==> src/inc/acfg_pkg.sv <==
// constants, field layouts and state types of the configuration register bank
package acfg_pkg;

  localparam int ADDR_W = 13;
  localparam logic [12:0] ADDR_PORT_CFG = 13'h0000;
  localparam logic [12:0] ADDR_IDENTITY = 13'h0001;
  localparam logic [12:0] ADDR_GRADE = 13'h0002;
  localparam logic [12:0] ADDR_SEL_UPPER = 13'h0004;
  localparam logic [12:0] ADDR_SEL_LOWER = 13'h0005;
  localparam logic [12:0] ADDR_MODES = 13'h0008;
  localparam logic [12:0] ADDR_CLOCK = 13'h0009;
  localparam logic [12:0] ADDR_TRANSFER = 13'h00ff;

  localparam logic [7:0] PORT_CFG_RST = 8'h18;
  localparam logic [7:0] GRADE_RST = 8'h00;
  localparam logic [7:0] SEL_UPPER_RST = 8'h0f;
  localparam logic [7:0] SEL_LOWER_RST = 8'h0f;
  localparam logic [7:0] MODES_RST = 8'h00;
  localparam logic [7:0] CLOCK_RST = 8'h01;
  localparam logic [7:0] TRANSFER_RST = 8'h00;

  // bit positions: mirrored nibbles of the port configuration, then single field bits
  localparam int PORT_LSB_HI = 6;
  localparam int PORT_LSB_LO = 1;
  localparam int PORT_SRST_HI = 5;
  localparam int PORT_SRST_LO = 2;
  localparam int GRADE_LSB = 4;
  localparam int MODE_BYPASS_BIT = 3;
  localparam int CLK_DCS_BIT = 0;
  localparam int XFER_BIT = 0;

  // lanes 0..7 data channels A..H, then word clock, then bit clock
  localparam int LANES = 10;
  localparam int LANE_WORD_CLK = 8;
  localparam int LANE_BIT_CLK = 9;

  // serial instruction layout
  localparam int INSTR_BITS = 16;
  localparam int INSTR_READ_BIT = 15;
  localparam int INSTR_LEN_HI = 14;
  localparam int INSTR_LEN_LO = 13;
  localparam logic [1:0] LEN_STREAM = 2'h3;

  typedef enum logic [2:0] {
    MODE_RUN = 3'h0,
    MODE_FULL_PDWN = 3'h1,
    MODE_STANDBY = 3'h2,
    MODE_RESET = 3'h3,
    MODE_CW = 3'h4
  } acfg_mode_t;

  typedef enum logic [1:0] {
    SP_IDLE = 2'h0,
    SP_INSTR = 2'h1,
    SP_DATA = 2'h3
  } acfg_spi_state_t;

endpackage

==> src/verilog/acfg_serial_port.sv <==
// serial control port: pin sampling, framing, write strobes and readback shifting
`timescale 1ns/1ps
module acfg_serial_port (
  input wire logic clock,
  input wire logic rst,
  input wire logic sclkPin,
  input wire logic serialSelectN,
  input wire logic sdioIn,
  input wire logic lsbFirst,
  input wire logic [7:0] rdData,
  output logic [12:0] regAddr,
  output logic wrEn,
  output logic [12:0] wrAddr,
  output logic [7:0] wrData,
  output logic sdioOut,
  output logic sdioOe
);
  // order in the sync vectors: sclk, select, data
  logic [2:0] meta_q, sync_q;
  logic sclkLast_q;
  acfg_pkg::acfg_spi_state_t state_q, state_d;
  logic [3:0] bitCnt_q, bitCnt_d;
  logic [15:0] rx_q, rx_d;
  logic isRead_q, isRead_d, stream_q, stream_d;
  logic [1:0] left_q, left_d;
  logic [12:0] addr_q, addr_d, wrAddr_q, wrAddr_d;
  logic [7:0] tx_q, tx_d, wrData_q, wrData_d;
  logic wrEn_q, wrEn_d, out_q, out_d, oe_q, oe_d;
  logic rise, fall, selHigh, dataBit;

  assign selHigh = sync_q[1];
  assign dataBit = sync_q[0];
  assign rise = sync_q[2] & ~sclkLast_q & ~selHigh;
  assign fall = ~sync_q[2] & sclkLast_q & ~selHigh;

  always_comb
  begin
    logic [3:0] iIdx;
    logic [2:0] dIdx;
    logic [15:0] full;
    iIdx = lsbFirst ? bitCnt_q : 4'hf - bitCnt_q;
    dIdx = lsbFirst ? bitCnt_q[2:0] : 3'h7 - bitCnt_q[2:0];
    full = rx_q;
    state_d = state_q;
    bitCnt_d = bitCnt_q;
    rx_d = rx_q;
    isRead_d = isRead_q;
    stream_d = stream_q;
    left_d = left_q;
    addr_d = addr_q;
    tx_d = tx_q;
    out_d = out_q;
    oe_d = oe_q;
    wrEn_d = 1'b0;
    wrAddr_d = wrAddr_q;
    wrData_d = wrData_q;
    if (selHigh)
    begin
      oe_d = 1'b0;
      // a short transfer may pause at a byte boundary; all else aborts
      if (!(state_q == acfg_pkg::SP_DATA && bitCnt_q == 4'h0 && !stream_q && left_q != 2'h0))
      begin
        state_d = acfg_pkg::SP_IDLE;
        bitCnt_d = 4'h0;
      end
    end
    else
    begin
      unique case (state_q)
        acfg_pkg::SP_IDLE:
        begin
          state_d = acfg_pkg::SP_INSTR;
          bitCnt_d = 4'h0;
        end
        acfg_pkg::SP_INSTR:
        begin
          if (rise)
          begin
            full[iIdx] = dataBit;
            rx_d = full;
            bitCnt_d = bitCnt_q + 4'h1;
            if (bitCnt_q == 4'(acfg_pkg::INSTR_BITS - 1))
            begin
              isRead_d = full[acfg_pkg::INSTR_READ_BIT];
              stream_d = full[acfg_pkg::INSTR_LEN_HI:acfg_pkg::INSTR_LEN_LO] == acfg_pkg::LEN_STREAM;
              left_d = full[acfg_pkg::INSTR_LEN_HI:acfg_pkg::INSTR_LEN_LO] + 2'h1;
              addr_d = full[acfg_pkg::ADDR_W-1:0];
              bitCnt_d = 4'h0;
              state_d = acfg_pkg::SP_DATA;
            end
          end
        end
        acfg_pkg::SP_DATA:
        begin
          if (fall && isRead_q)
          begin
            oe_d = 1'b1;
            if (bitCnt_q == 4'h0)
            begin
              tx_d = rdData;
              out_d = lsbFirst ? rdData[0] : rdData[7];
            end
            else
            begin
              out_d = tx_q[dIdx];
            end
          end
          if (rise)
          begin
            full[dIdx] = dataBit;
            rx_d = full;
            bitCnt_d = bitCnt_q + 4'h1;
            if (bitCnt_q == 4'h7)
            begin
              bitCnt_d = 4'h0;
              wrEn_d = ~isRead_q;
              wrAddr_d = addr_q;
              wrData_d = full[7:0];
              addr_d = lsbFirst ? addr_q + 13'h0001 : addr_q - 13'h0001;
              if (!stream_q)
              begin
                left_d = left_q - 2'h1;
                if (left_q == 2'h1)
                begin
                  state_d = acfg_pkg::SP_IDLE;
                end
              end
            end
          end
        end
      endcase
    end
  end

  always_ff @(posedge clock)
  begin
    meta_q <= {sclkPin, serialSelectN, sdioIn};
    sync_q <= meta_q;
    if (rst)
    begin
      sclkLast_q <= 1'b0;
      state_q <= acfg_pkg::SP_IDLE;
      bitCnt_q <= 4'h0;
      rx_q <= 16'h0000;
      isRead_q <= 1'b0;
      stream_q <= 1'b0;
      left_q <= 2'h0;
      addr_q <= 13'h0000;
      tx_q <= 8'h00;
      out_q <= 1'b0;
      oe_q <= 1'b0;
      wrEn_q <= 1'b0;
      wrAddr_q <= 13'h0000;
      wrData_q <= 8'h00;
    end
    else
    begin
      sclkLast_q <= sync_q[2];
      state_q <= state_d;
      bitCnt_q <= bitCnt_d;
      rx_q <= rx_d;
      isRead_q <= isRead_d;
      stream_q <= stream_d;
      left_q <= left_d;
      addr_q <= addr_d;
      tx_q <= tx_d;
      out_q <= out_d;
      oe_q <= oe_d;
      wrEn_q <= wrEn_d;
      wrAddr_q <= wrAddr_d;
      wrData_q <= wrData_d;
    end
  end

  assign regAddr = addr_q;
  assign wrEn = wrEn_q;
  assign wrAddr = wrAddr_q;
  assign wrData = wrData_q;
  assign sdioOut = out_q;
  assign sdioOe = oe_q;
endmodule

==> src/verilog/acfg_register_map.sv <==
// configuration register bank with shadow/live lane settings behind the serial port
`timescale 1ns/1ps
module acfg_register_map #(
  // identity value is arbitrary
  parameter logic [7:0] IDENTITY_CODE = 8'h5a,
  parameter logic [1:0] SPEED_GRADE = 2'h0
) (
  input wire logic clock,
  input wire logic rst,
  input wire logic sclkPin,
  input wire logic serialSelectN,
  input wire logic sdioIn,
  output logic sdioOut,
  output logic sdioOe,
  output logic [9:0] laneFullPowerdown,
  output logic [9:0] laneStandby,
  output logic [9:0] laneHeldReset,
  output logic [9:0] laneContinuousWave,
  output logic [9:0] gainPathPowerdown,
  output logic [9:0] laneLnaBypass,
  output logic dutyCycleStabiliserOn
);
  localparam int LANES = acfg_pkg::LANES;

  logic wrEn;
  logic [12:0] wrAddr, regAddr;
  logic [7:0] wrData, rdData;

  logic lsbFirst_q, lsbFirst_d;
  logic softReset_q, softReset_d;
  logic shadowCopyStrobe_q, shadowCopyStrobe_d;
  logic [3:0] selUpper_q, selUpper_d;
  logic [5:0] selLower_q, selLower_d;
  logic dcsShadow_q, dcsShadow_d;
  logic dcsLive_q, dcsLive_d;
  logic dcsOut_q;

  logic [LANES-1:0] laneSel;
  logic [LANES-1:0][3:0] laneShadow;

  acfg_serial_port u_port (
    .clock(clock),
    .rst(rst),
    .sclkPin(sclkPin),
    .serialSelectN(serialSelectN),
    .sdioIn(sdioIn),
    .lsbFirst(lsbFirst_q),
    .rdData(rdData),
    .regAddr(regAddr),
    .wrEn(wrEn),
    .wrAddr(wrAddr),
    .wrData(wrData),
    .sdioOut(sdioOut),
    .sdioOe(sdioOe)
  );

  // lane order: A..D, E..H, word clock, bit clock
  assign laneSel = {selLower_q[5], selLower_q[4], selUpper_q, selLower_q[3:0]};

  // chip-level configuration
  always_comb
  begin
    lsbFirst_d = lsbFirst_q;
    softReset_d = 1'b0;
    shadowCopyStrobe_d = 1'b0;
    selUpper_d = selUpper_q;
    selLower_d = selLower_q;
    dcsShadow_d = dcsShadow_q;
    dcsLive_d = dcsLive_q;
    if (softReset_q)
    begin
      lsbFirst_d = acfg_pkg::PORT_CFG_RST[acfg_pkg::PORT_LSB_HI];
      selUpper_d = acfg_pkg::SEL_UPPER_RST[3:0];
      selLower_d = acfg_pkg::SEL_LOWER_RST[5:0];
      dcsShadow_d = acfg_pkg::CLOCK_RST[acfg_pkg::CLK_DCS_BIT];
      dcsLive_d = acfg_pkg::CLOCK_RST[acfg_pkg::CLK_DCS_BIT];
    end
    else
    begin
      if (wrEn)
      begin
        case (wrAddr)
          acfg_pkg::ADDR_PORT_CFG:
          begin
            // either mirrored nibble sets the flag
            lsbFirst_d = wrData[acfg_pkg::PORT_LSB_HI] | wrData[acfg_pkg::PORT_LSB_LO];
            softReset_d = wrData[acfg_pkg::PORT_SRST_HI] | wrData[acfg_pkg::PORT_SRST_LO];
          end
          acfg_pkg::ADDR_SEL_UPPER:
          begin
            selUpper_d = wrData[3:0];
          end
          acfg_pkg::ADDR_SEL_LOWER:
          begin
            selLower_d = wrData[5:0];
          end
          acfg_pkg::ADDR_CLOCK:
          begin
            dcsShadow_d = wrData[acfg_pkg::CLK_DCS_BIT];
          end
          acfg_pkg::ADDR_TRANSFER:
          begin
            shadowCopyStrobe_d = wrData[acfg_pkg::XFER_BIT];
          end
          default:
          begin
          end
        endcase
      end
      if (shadowCopyStrobe_q)
      begin
        dcsLive_d = dcsShadow_q;
      end
    end
  end

  always_ff @(posedge clock)
  begin
    if (rst)
    begin
      lsbFirst_q <= acfg_pkg::PORT_CFG_RST[acfg_pkg::PORT_LSB_HI];
      softReset_q <= 1'b0;
      shadowCopyStrobe_q <= acfg_pkg::TRANSFER_RST[acfg_pkg::XFER_BIT];
      selUpper_q <= acfg_pkg::SEL_UPPER_RST[3:0];
      selLower_q <= acfg_pkg::SEL_LOWER_RST[5:0];
      dcsShadow_q <= acfg_pkg::CLOCK_RST[acfg_pkg::CLK_DCS_BIT];
      dcsLive_q <= acfg_pkg::CLOCK_RST[acfg_pkg::CLK_DCS_BIT];
      dcsOut_q <= acfg_pkg::CLOCK_RST[acfg_pkg::CLK_DCS_BIT];
    end
    else
    begin
      lsbFirst_q <= lsbFirst_d;
      softReset_q <= softReset_d;
      shadowCopyStrobe_q <= shadowCopyStrobe_d;
      selUpper_q <= selUpper_d;
      selLower_q <= selLower_d;
      dcsShadow_q <= dcsShadow_d;
      dcsLive_q <= dcsLive_d;
      dcsOut_q <= dcsLive_q;
    end
  end

  assign dutyCycleStabiliserOn = dcsOut_q;

  // per-lane mode and bypass, shadowed then decoded to control flops
  for (genvar i = 0; i < LANES; i++)
  begin : g_lane
    logic [3:0] shadow_q, shadow_d, live_q, live_d;
    logic pdwn_q, stby_q, hold_q, cw_q, bypass_q;
    logic pdwn_d, stby_d, hold_d, cw_d, bypass_d;
    acfg_pkg::acfg_mode_t mode;

    assign mode = acfg_pkg::acfg_mode_t'(live_q[2:0]);

    always_comb
    begin
      shadow_d = shadow_q;
      live_d = live_q;
      if (softReset_q)
      begin
        shadow_d = acfg_pkg::MODES_RST[3:0];
        live_d = acfg_pkg::MODES_RST[3:0];
      end
      else
      begin
        if (wrEn && wrAddr == acfg_pkg::ADDR_MODES && laneSel[i])
        begin
          shadow_d = wrData[3:0];
        end
        if (shadowCopyStrobe_q)
        begin
          live_d = shadow_q;
        end
      end
      // codes above continuous wave have no function and run normally
      pdwn_d = mode == acfg_pkg::MODE_FULL_PDWN;
      stby_d = mode == acfg_pkg::MODE_STANDBY;
      hold_d = mode == acfg_pkg::MODE_RESET;
      cw_d = mode == acfg_pkg::MODE_CW;
      bypass_d = live_q[acfg_pkg::MODE_BYPASS_BIT];
    end

    always_ff @(posedge clock)
    begin
      if (rst)
      begin
        shadow_q <= acfg_pkg::MODES_RST[3:0];
        live_q <= acfg_pkg::MODES_RST[3:0];
        pdwn_q <= 1'b0;
        stby_q <= 1'b0;
        hold_q <= 1'b0;
        cw_q <= 1'b0;
        bypass_q <= 1'b0;
      end
      else
      begin
        shadow_q <= shadow_d;
        live_q <= live_d;
        pdwn_q <= pdwn_d;
        stby_q <= stby_d;
        hold_q <= hold_d;
        cw_q <= cw_d;
        bypass_q <= bypass_d;
      end
    end

    assign laneShadow[i] = shadow_q;
    assign laneFullPowerdown[i] = pdwn_q;
    assign laneStandby[i] = stby_q;
    assign laneHeldReset[i] = hold_q;
    assign laneContinuousWave[i] = cw_q;
    assign gainPathPowerdown[i] = cw_q;
    assign laneLnaBypass[i] = bypass_q;
  end

  // readback; mode register shows the lowest selected lane
  always_comb
  begin
    logic [3:0] pick;
    pick = laneShadow[0];
    for (int k = LANES - 1; k >= 0; k--)
    begin
      if (laneSel[k])
      begin
        pick = laneShadow[k];
      end
    end
    case (regAddr)
      acfg_pkg::ADDR_PORT_CFG:
        rdData = acfg_pkg::PORT_CFG_RST
          | {1'b0, lsbFirst_q, 4'h0, lsbFirst_q, 1'b0};
      acfg_pkg::ADDR_IDENTITY:
        rdData = IDENTITY_CODE;
      acfg_pkg::ADDR_GRADE:
        rdData = acfg_pkg::GRADE_RST | {2'h0, SPEED_GRADE, 4'h0};
      acfg_pkg::ADDR_SEL_UPPER:
        rdData = {4'h0, selUpper_q};
      acfg_pkg::ADDR_SEL_LOWER:
        rdData = {2'h0, selLower_q};
      acfg_pkg::ADDR_MODES:
        rdData = {4'h0, pick};
      acfg_pkg::ADDR_CLOCK:
        rdData = {7'h00, dcsShadow_q};
      acfg_pkg::ADDR_TRANSFER:
        rdData = {7'h00, shadowCopyStrobe_q};
      default:
        rdData = 8'h00;
    endcase
  end
endmodule

==> config.mk <==
export PLATFORM = sky130hd
export DESIGN_NAME = acfg_register_map
export DESIGN_NICKNAME = d
export VERILOG_FILES = /design/src/inc/acfg_pkg.sv /design/src/verilog/acfg_serial_port.sv /design/src/verilog/acfg_register_map.sv
export SDC_FILE = /design/constraint.sdc
export NUM_CORES = 1
export LEC_CHECK = 0
export BUFFER_PORTS_ARGS = -buffer_cell sky130_fd_sc_hd__buf_2
export CORE_ASPECT_RATIO = 2
export CORE_MARGIN = 2
export CORE_UTILIZATION = 55
export DETAILED_ROUTE_END_ITERATION = 16
export GPL_TIMING_DRIVEN = 0
export HOLD_SLACK_MARGIN = 0.1
export PLACE_DENSITY_LB_ADDON = 0.08
export SLEW_MARGIN = 20
export SYNTH_ARGS = -nofsm -noshare
export SYNTH_HDL_FRONTEND = slang
export SYNTH_HIERARCHICAL = 1
export SYNTH_SLANG_ARGS = --single-unit
==> constraint.sdc <==
create_clock -name clock -period 2.6 [get_ports clock]
set_clock_uncertainty 0.1 [all_clocks]
set_input_delay 0.26 -clock clock [delete_from_list [all_inputs] [get_ports clock]]
set_output_delay 0.26 -clock clock [all_outputs]
set_load 0.03 [all_outputs]
==> results of run 1 <==
==> worst max-delay path, cell delays in order, from the launching register on <==
cell        delay [ns]
dfxtp_4           0.40
clkinvlp_4        0.19
buf_6             0.19
fa_2              0.37
a21o_1            0.19
a311oi_2          0.32
nor2_1            0.08
o211ai_1          0.36
mux2i_1           0.23
a21oi_1           0.09
==> report_power, final <==
group	switching, mW	internal [mW]	leakage (nW)
clock network	1.29	1.77	0.332
registers	0.0119	3.42	1.80
logic	0.117	0.0349	2.56
total	1.42	5.23	4.69
==> per-stage QoR <==
| step | cell area [sq um] | hold slack (ns) | std cells | power [mW] | setup slack (ns) |
|---|---|---|---|---|---|
| 2_1_floorplan | 10500 | 0.188 | 1172 | 3.60 | -0.0291 |
| 3_3_place_gp | 11100 | 0.210 | 1458 | 3.66 | -0.682 |
| 3_5_place_dp | 11100 | 0.212 | 1458 | 3.66 | -0.747 |
| 4_1_cts | 12000 | 0.184 | 1511 | 6.71 | -0.136 |
| 5_1_grt | 12100 | 0.235 | 1513 | 6.83 | -0.202 |
| 6_report | 12100 | 0.198 | 1513 | 6.65 | -0.0648 |
==> timing repair <==
item                                    4_1_cts  5_1_grt
endpoints found under the setup margin       20       27
hold buffers                                  3        0
setup buffers                                18        4
pin swaps                                    15       16
resized for setup                            20       18
endpoints found under the hold margin         3        0
==> placed cells by master, fill, tap and decap left out, drive strengths merged, types with 4 or more instances in the layout <==
cell	instances
nor3b	4
and3	9
a21oi	64
o21ai	77
a21o	6
o32ai	4
or3b	5
nand2b	10
or2	8
a31oi	11
nand3	53
nor2	123
buf	168
nand4	5
inv	19
nand3b	5
o22ai	16
or3	6
nand2	104
clkbuf	70
a22oi	5
a211oi	14
a221oi	6
xnor2	8
nor4bb	9
clkinv	4
nor4	7
nor3	28
nor2b	19
mux2	7
mux2i	91
o211ai	8
nor4b	30
dfxtp	223
ha	16
==> worst max-delay path by stage <==
stage          startpoint            endpoint  slack (ns)  cells after the start
4_1_cts        lsbFirst_q  u_port/regAddr[12]       -0.14                     10
5_1_grt        lsbFirst_q  u_port/regAddr[12]       -0.20                     10
6_report       lsbFirst_q  u_port/regAddr[12]       -0.06                      9
2_1_floorplan  lsbFirst_q  u_port/regAddr[11]       -0.03                     10
3_3_place_gp   lsbFirst_q  u_port/regAddr[12]       -0.68                     10
3_5_place_dp   lsbFirst_q  u_port/regAddr[12]       -0.75                     10
==> state kept, by name, indices dropped and copies added, names as in the netlist, 2 cells and up <==
register	cells
u_port/meta_q	3
u_port/left_q	2
g_lane.live_q	40
g_lane.hold_q	10
g_lane.pdwn_q	10
g_lane.bypass_q	10
g_lane.shadow_q	40
u_port/regAddr	13
u_port/sync_q	3
u_port/wrAddr	13
u_port/state_q	2
u_port/tx_q	8
selUpper_q	4
u_port/bitCnt_q	4
g_lane.stby_q	10
u_port/wrData	7
selLower_q	6
u_port/rx_q	16
g_lane.cw_q	10
==> cell type report <==
| type | count | area, sq um |
|---|---|---|
| buffer | 124 | 717 |
| clock buffer | 26 | 574 |
| clock inverter | 9 | 108 |
| fill | 1629 | 6580 |
| inverter | 19 | 75.1 |
| multi-input combinational | 802 | 5310 |
| sequential | 223 | 4470 |
| tap | 219 | 274 |
| timing repair buffer | 91 | 546 |
==> metal layers <==
| metal | vias to the layer above | GRT usage | routed length, microns |
|---|---|---|---|
| met1 | 4156 | 0.262 | 9570 |
| met2 | 294 | 0.547 | 15600 |
| met3 | 125 | 0.0282 | 1120 |
| met4 | 0 | 0.207 | 2400 |
| met5 | - | 0 | 0 |
| li1 | 4334 | - | - |
==> impl_metrics.ini, run 1 <==
[die]
rows = 71
ios = 68
die_x_microns = 101
start_util = 0.557
die_y_microns = 198
core_area_sq_um = 18700
die_area_sq_um = 20100

[cts]
cts_tree = yes
cts_sinks = 223
path_clk_slew_ns = 0.07
cts_buffers = 20
clk_path_buf_depth = 3
cts_htree_levels = 1
cts_root_buffer = clkbuf_16
clock_latency_ns = 0.49

[cells_and_area]
utilization = 0.647
synthToLayoutAreaGrowth_pct = 16.3
final_nets = 1303
diodes = 0
drive_gt1_frac = 0.202

[timing]
hold_viol = 0
timing.final.crit_share = 1.02
setup_slack_ns = -0.0648
worst_pin_slew_ns = 0.762
fmax_mhz = 375
setup_viol_count_final = 1
grt_setup_unrepaired = yes
maxSlewHeadroom = 0.492
slew_violations = 0
min_period_ns = 2.66
finalSetupTns_ns = -0.0648

[route]
drc = 0
via_per_inst = 5.89
wl_per_cell_microns = 19.0
dr_total_vias = 8909
drt-initial-drc-count = 407
ant_nets = 0
routed_wl_microns = 28700
firstDrtPassIters = 5

[global_route]
grt_max_degree = 17
grt_pass1_vias = 8567
grt_overflow = 0
grt_pass1_wl_microns = 44100
grt.total_usage = 0.283
antenna_found_initial = 0

[power]
power.density_nw_per_um2 = 551
worst_ir_drop_vdd_mv = 0.574
p_leak_nw = 4.69

[worst_setup_path]
start_kind = register
ff2ff_setup_slack_ns = -0.06
worstReg2RegStart = lsbFirst_q
reg2reg_to = u_port/regAddr[12]
crit_required_ns = 2.85
timing_worst_setup_path_type = register to register
rr_worst_depth = 9
crit_fanout = 6
cp-end-kind = register
cp.arrival_ns = 2.91

[place]
io_buffer_count = 67
dp_hpwl_microns = 21500
gp_congestion = 0.945

[status]
outcome = finished with violations
violations = setup timing

[synthesis]
synth_area_per_cell_sq_um = 8.87
ys_warn_count = 6
syn-cell-area_sq_um = 10400
synthesis.instances = 1171

[hold_path]
hold_start = rst
hold_path_end = u_port/regAddr[7]
hp-class = input port to register
whs_path_depth = 4

[run]
drv_cap = 0
Note: power is estimated with default switching activity, not from simulation.
==> run 2, diff against run 1 <==
Settings changed: CORE_MARGIN 2 to default.
==> impl_metrics.ini, run 2 (synthesis results as in run 1) <==
[status]
outcome = completed

[worst_setup_path]
crit_required_ns = 2.85
cp.arrival_ns = 2.84
crit_fanout = 7
cp_slowest_cell = or4_1
worstReg2RegStart = lsbFirst_q
crit_top_cell = o211ai_1
start_kind = register
cp-end-kind = register
rr_worst_depth = 9
reg2reg_to = u_port/regAddr[12]
ff2ff_setup_slack_ns = 0.01
timing_worst_setup_path_type = register to register
max_stage_delay_ns = 0.48
path_cells = clkinvlp_4 -> buf_12 -> ha_4 -> a21oi_4 -> o211ai_1 -> or4_1 -> o211ai_1 -> mux2i_1 -> a21oi_1

[cts]
path_clk_slew_ns = 0.06
cts_sinks = 223
cts_tree = yes
cts_root_buffer = clkbuf_16
clock_latency_ns = 0.49
clk_path_buf_depth = 3
cts_htree_levels = 1
cts_buffers = 20

[place]
dp.cells = 1455
pre_cts_slack_ns = -0.711
dp_hpwl_microns = 21400
place_area_sq_um = 11100
io_buffer_count = 67
gp_congestion = 0.989

[route]
wl_per_cell_microns = 18.9
drc = 0
drt-initial-drc-count = 362
firstDrtPassIters = 5
routed_wl_microns = 28400
via_per_inst = 5.89
ant_nets = 0
dr_total_vias = 8832

[global_route]
grt_overflow = 0
grt_max_degree = 18
grt.total_usage = 0.287
grt_use_met1 = 0.259
grtUsageMet3 = 0.0317
grt_busiest_layer = met2
grt_pass1_wl_microns = 43400
antenna_found_initial = 0
gr-usage-met2 = 0.570
grt_pass1_vias = 8404

[die]
rows = 70
die_y_microns = 196
start_util = 0.565
die_area_sq_um = 19500
die_x_microns = 99.2
ios = 68
core_area_sq_um = 18400

[cells_and_area]
design_area_sq_um = 11900
drive_gt1_frac = 0.190
mostFrequentLayoutCells = 222 x dfxtp_1, 121 x nor2_1, 101 x nand2_1, 91 x mux2i_1, 75 x buf_2
final_common_cell = dfxtp_1
top_regs = g_lane.live_q x40, g_lane.shadow_q x40, u_port/rx_q x16
multiInputGateArea_sq_um = 5280
layout.cells.non_filler = 1500
diodes = 0
num-fill-cells = 1634
synthToLayoutAreaGrowth_pct = 15.0
utilization = 0.649
final_nets = 1294
seqCellArea_sq_um = 4470

[timing]
setup_slack_ns = 0.0124
finalSetupTns_ns = 0
maxSlewHeadroom = 0.476
setup_viol_count_final = 0
grt_setup_unrepaired = yes
hold_viol = 0
worst_pin_slew_ns = 0.786
fmax_mhz = 386
slew_violations = 0
timing.final.crit_share = 0.995
min_period_ns = 2.59

[hold_path]
hold_path_end = u_port/regAddr[7]
whs_path_depth = 4
hp-class = input port to register
hold_start = rst

[power]
power.density_nw_per_um2 = 550
p_leak_nw = 4.64
worst_ir_drop_vdd_mv = 0.617

[run]
drv_cap = 0
[run 2: cell count changes in the layout (fill, tap and decap cells not counted), moves of 2 or more]
cell | before | now
clkbuf_1 | 45 | 48
buf_4 | 79 | 74
dfxtp_1 | 219 | 222
clkbuf_8 | 3 | 1
dfxtp_2 | 3 | 0
buf_6 | 6 | 0
[run 2: cell type report]
| cell class | instances | area share |
|---|---|---|
| Buffer | 124 | 0.0600 |
| Clock buffer | 27 | 0.0467 |
| Clock inverter | 7 | 0.00796 |
| Inverter | 19 | 0.00628 |
| Multi-Input combinational cell | 802 | 0.442 |
| Sequential cell | 223 | 0.374 |
| Tap cell | 216 | 0.0226 |
| Timing Repair Buffer | 82 | 0.0406 |
[run 2: worst max-delay path by stage]
stage | startpoint | end | slack, ns | cells after the start
floorplan | lsbFirst_q | u_port/regAddr[11] | -0.03 | 10
global placement | lsbFirst_q | u_port/regAddr[12] | -0.66 | 10
detailed placement | lsbFirst_q | u_port/regAddr[12] | -0.71 | 10
CTS | lsbFirst_q | u_port/regAddr[12] | -0.003 | 11
global route | lsbFirst_q | u_port/regAddr[12] | -0.05 | 9
finish | lsbFirst_q | u_port/regAddr[12] | 0.01 | 9
[run 2: worst max-delay path: cells and delay by family, from the launching register on]
family          cells  cell delay, ns
compound gates      4            0.66
fa+ha+maj           1            0.24
buf+inv             2            0.31
flops               1            0.41
mux                 1            0.22
simple gates        1            0.48
[run 2: layer usage]
metal | wire [microns] | vias up
li1 | - | 4317
met1 | 9630 | 4128
met2 | 15700 | 276
met3 | 967 | 111
met4 | 2090 | 0
met5 | 0 | -
[run 2: what timing repair did]
action                     in CTS  in global routing
pin swaps                       3                  9
setup buffers                   8                  3
setup endpoints to repair      20                 18
hold endpoints to repair        3                  0
gates resized for setup        13                 11
hold buffers                    3                  0
gates cloned                    0                  1
[run 2: metrics by stage]
step	total power, mW	hold WS [ns]
after floorplan	3.60	0.188
after global placement	3.66	0.210
after detailed placement	3.66	0.212
after CTS	6.61	0.148
after global routing	6.76	0.169
final	6.56	0.158
[run 2: report_power, final]
part           total, mW  internal [mW]  switching (mW)
clock               2.98           1.71            1.27
sequential          3.44           3.42          0.0117
combinational      0.150         0.0348           0.116
total               6.56           5.17            1.39
==> run 3, diff against run 2 <==
Settings changed: ABC_AREA from default to 1.
==> impl_metrics.ini, run 3 <==
[status]
outcome = completed

[worst_setup_path]
worst-path-buf-inv = 1
crit_top_cell = nand2_1
timing_worst_setup_path_type = register to register
crit_required_ns = 2.90
max_stage_delay_ns = 0.38
path_cells = clkinv_1 -> or2_2 -> nand3_1 -> nand2_1 -> nand2_1 -> nand2_1 -> nand2_1 -> nand2_1 -> nand2_1 -> nand2_1 -> nand2_1 -> nand2_1 -> nor2_1 -> o31a_1 -> a21oi_1
crit_family = simple AND/OR/NAND/NOR gates
cp_slowest_cell = or2_2
crit_fanout = 10
cp.arrival_ns = 2.62
start_kind = register
cp-end-kind = register

[timing]
grt_setup_unrepaired = no
setup_viol_count_final = 0
worst_pin_slew_ns = 0.770
hold_viol = 0
maxSlewHeadroom = 0.486
min_period_ns = 2.33
finalSetupTns_ns = 0
timing.final.crit_share = 0.895
slew_violations = 0
setup_slack_ns = 0.274
fmax_mhz = 430

[die]
die_x_microns = 99.8
start_util = 0.561
die_area_sq_um = 19700
rows = 71
core_area_sq_um = 18700
die_y_microns = 198
ios = 68

[synthesis]
synthesis.instances = 1440
ys_warn_count = 6
synth_area_per_cell_sq_um = 7.31
syn-cell-area_sq_um = 10500

[cells_and_area]
final_nets = 1554
top_regs = g_lane.live_q x40, g_lane.shadow_q x40, u_port/rx_q x16
mostFrequentLayoutCells = 256 x nand2_1, 223 x dfxtp_1, 166 x inv_1, 147 x a21oi_1, 115 x nor2_1
drive_gt1_frac = 0.153
diodes = 0
final_common_cell = nand2_1
synthToLayoutAreaGrowth_pct = 13.7
utilization = 0.638

[power]
power.density_nw_per_um2 = 605
p_leak_nw = 5.26
worst_ir_drop_vdd_mv = 0.720

[route]
drc = 0
routed_wl_microns = 28300
wl_per_cell_microns = 15.7
dr_total_vias = 9467
ant_nets = 0
drt-initial-drc-count = 382
via_per_inst = 5.26
firstDrtPassIters = 4

[cts]
clk_path_buf_depth = 3
cts_buffers = 20
path_clk_slew_ns = 0.07
clock_latency_ns = 0.50
cts_sinks = 223
cts_resized = 0
cts_htree_levels = 1
cts_root_buffer = clkbuf_16
cts_tree = yes

[global_route]
grt_pass1_vias = 9027
grt_overflow = 0
grt_max_degree = 21
grt_pass1_wl_microns = 44500
antenna_found_initial = 0
grt.total_usage = 0.292

[place]
dp_hpwl_microns = 21800
pre_cts_slack_ns = 0.265
io_buffer_count = 66
gp_congestion = 0.950

[hold_path]
hp-class = input port to register

[run]
drv_cap = 0
run 3: changes by cell type in the layout (fill, tap and decap cells not counted), moves of 13 or more:
cell	before	now
nor4_1	2	40
nor2b_1	19	0
nand3_1	53	101
nor2_4	0	13
mux2i_1	91	0
inv_1	17	166
nor3_1	25	8
o21ai_0	73	112
nand2_1	101	256
o21ai_1	4	33
a21oi_1	63	147
nor4b_1	28	0
run 3: path summary, 6_finish.rpt:
kind,from,endpoint,slack (ns),depth (start not counted)
hold reg to reg,u_port/meta_q[2],u_port/sync_q[2],0.23,0
setup reg to reg,selUpper_q[3],u_port/sdioOut,0.27,15
setup / recovery,selUpper_q[3],u_port/sdioOut,0.27,15
hold / removal,rst,u_port/rx_q[14],0.21,4
run 3: cell type report:
cell class,count,area [sq um]
repair buffers,69,360
clock buffers,27,578
fillers,1737,6780
flip-flops and latches,223,4460
plain buffers,116,717
inverters,178,678
well taps,255,319
clock inverters,8,178
multi-input cells,924,4670
run 3: worst register-to-register path: cells and delay by family, from the launching register on:
family | cells | cell delay [ns]
AO/OA/AOI/OAI | 2 | 0.19
buffers and inverters | 1 | 0.28
flip-flops | 1 | 0.33
AND/OR/NAND/NOR | 12 | 1.32
run 3: where the power goes:
group	internal [mW]	switching, mW	total (mW)
logic	0.119	0.278	0.397
registers	3.44	0.0255	3.46
clock network	2.07	1.31	3.38
run 3: timing repair:
item,in CTS,in global routing
hold buffers,3,0
buffers inserted,0,0
hold endpoints to repair,3,0
run 3: layer usage:
metal / wire length [microns] / vias up / track usage
met2: 15400 / 246 / 0.577
met5: 0 / - / 0
met3: 1030 / 123 / 0.0340
met1: 9440 / 4250 / 0.253
li1: - / 4848 / -
met4: 2420 / 0 / 0.234
run 3: through the flow:
step	power (mW)	hold slack, ns	instances	instance area, sq um
6_report	7.24	0.205	1800	12000
5_1_grt	7.47	0.232	1800	12000
4_1_cts	7.27	0.172	1800	12000
3_5_place_dp	3.93	0.213	1762	11200
3_3_place_gp	3.92	0.211	1762	11200
2_1_floorplan	3.81	0.188	1441	10500
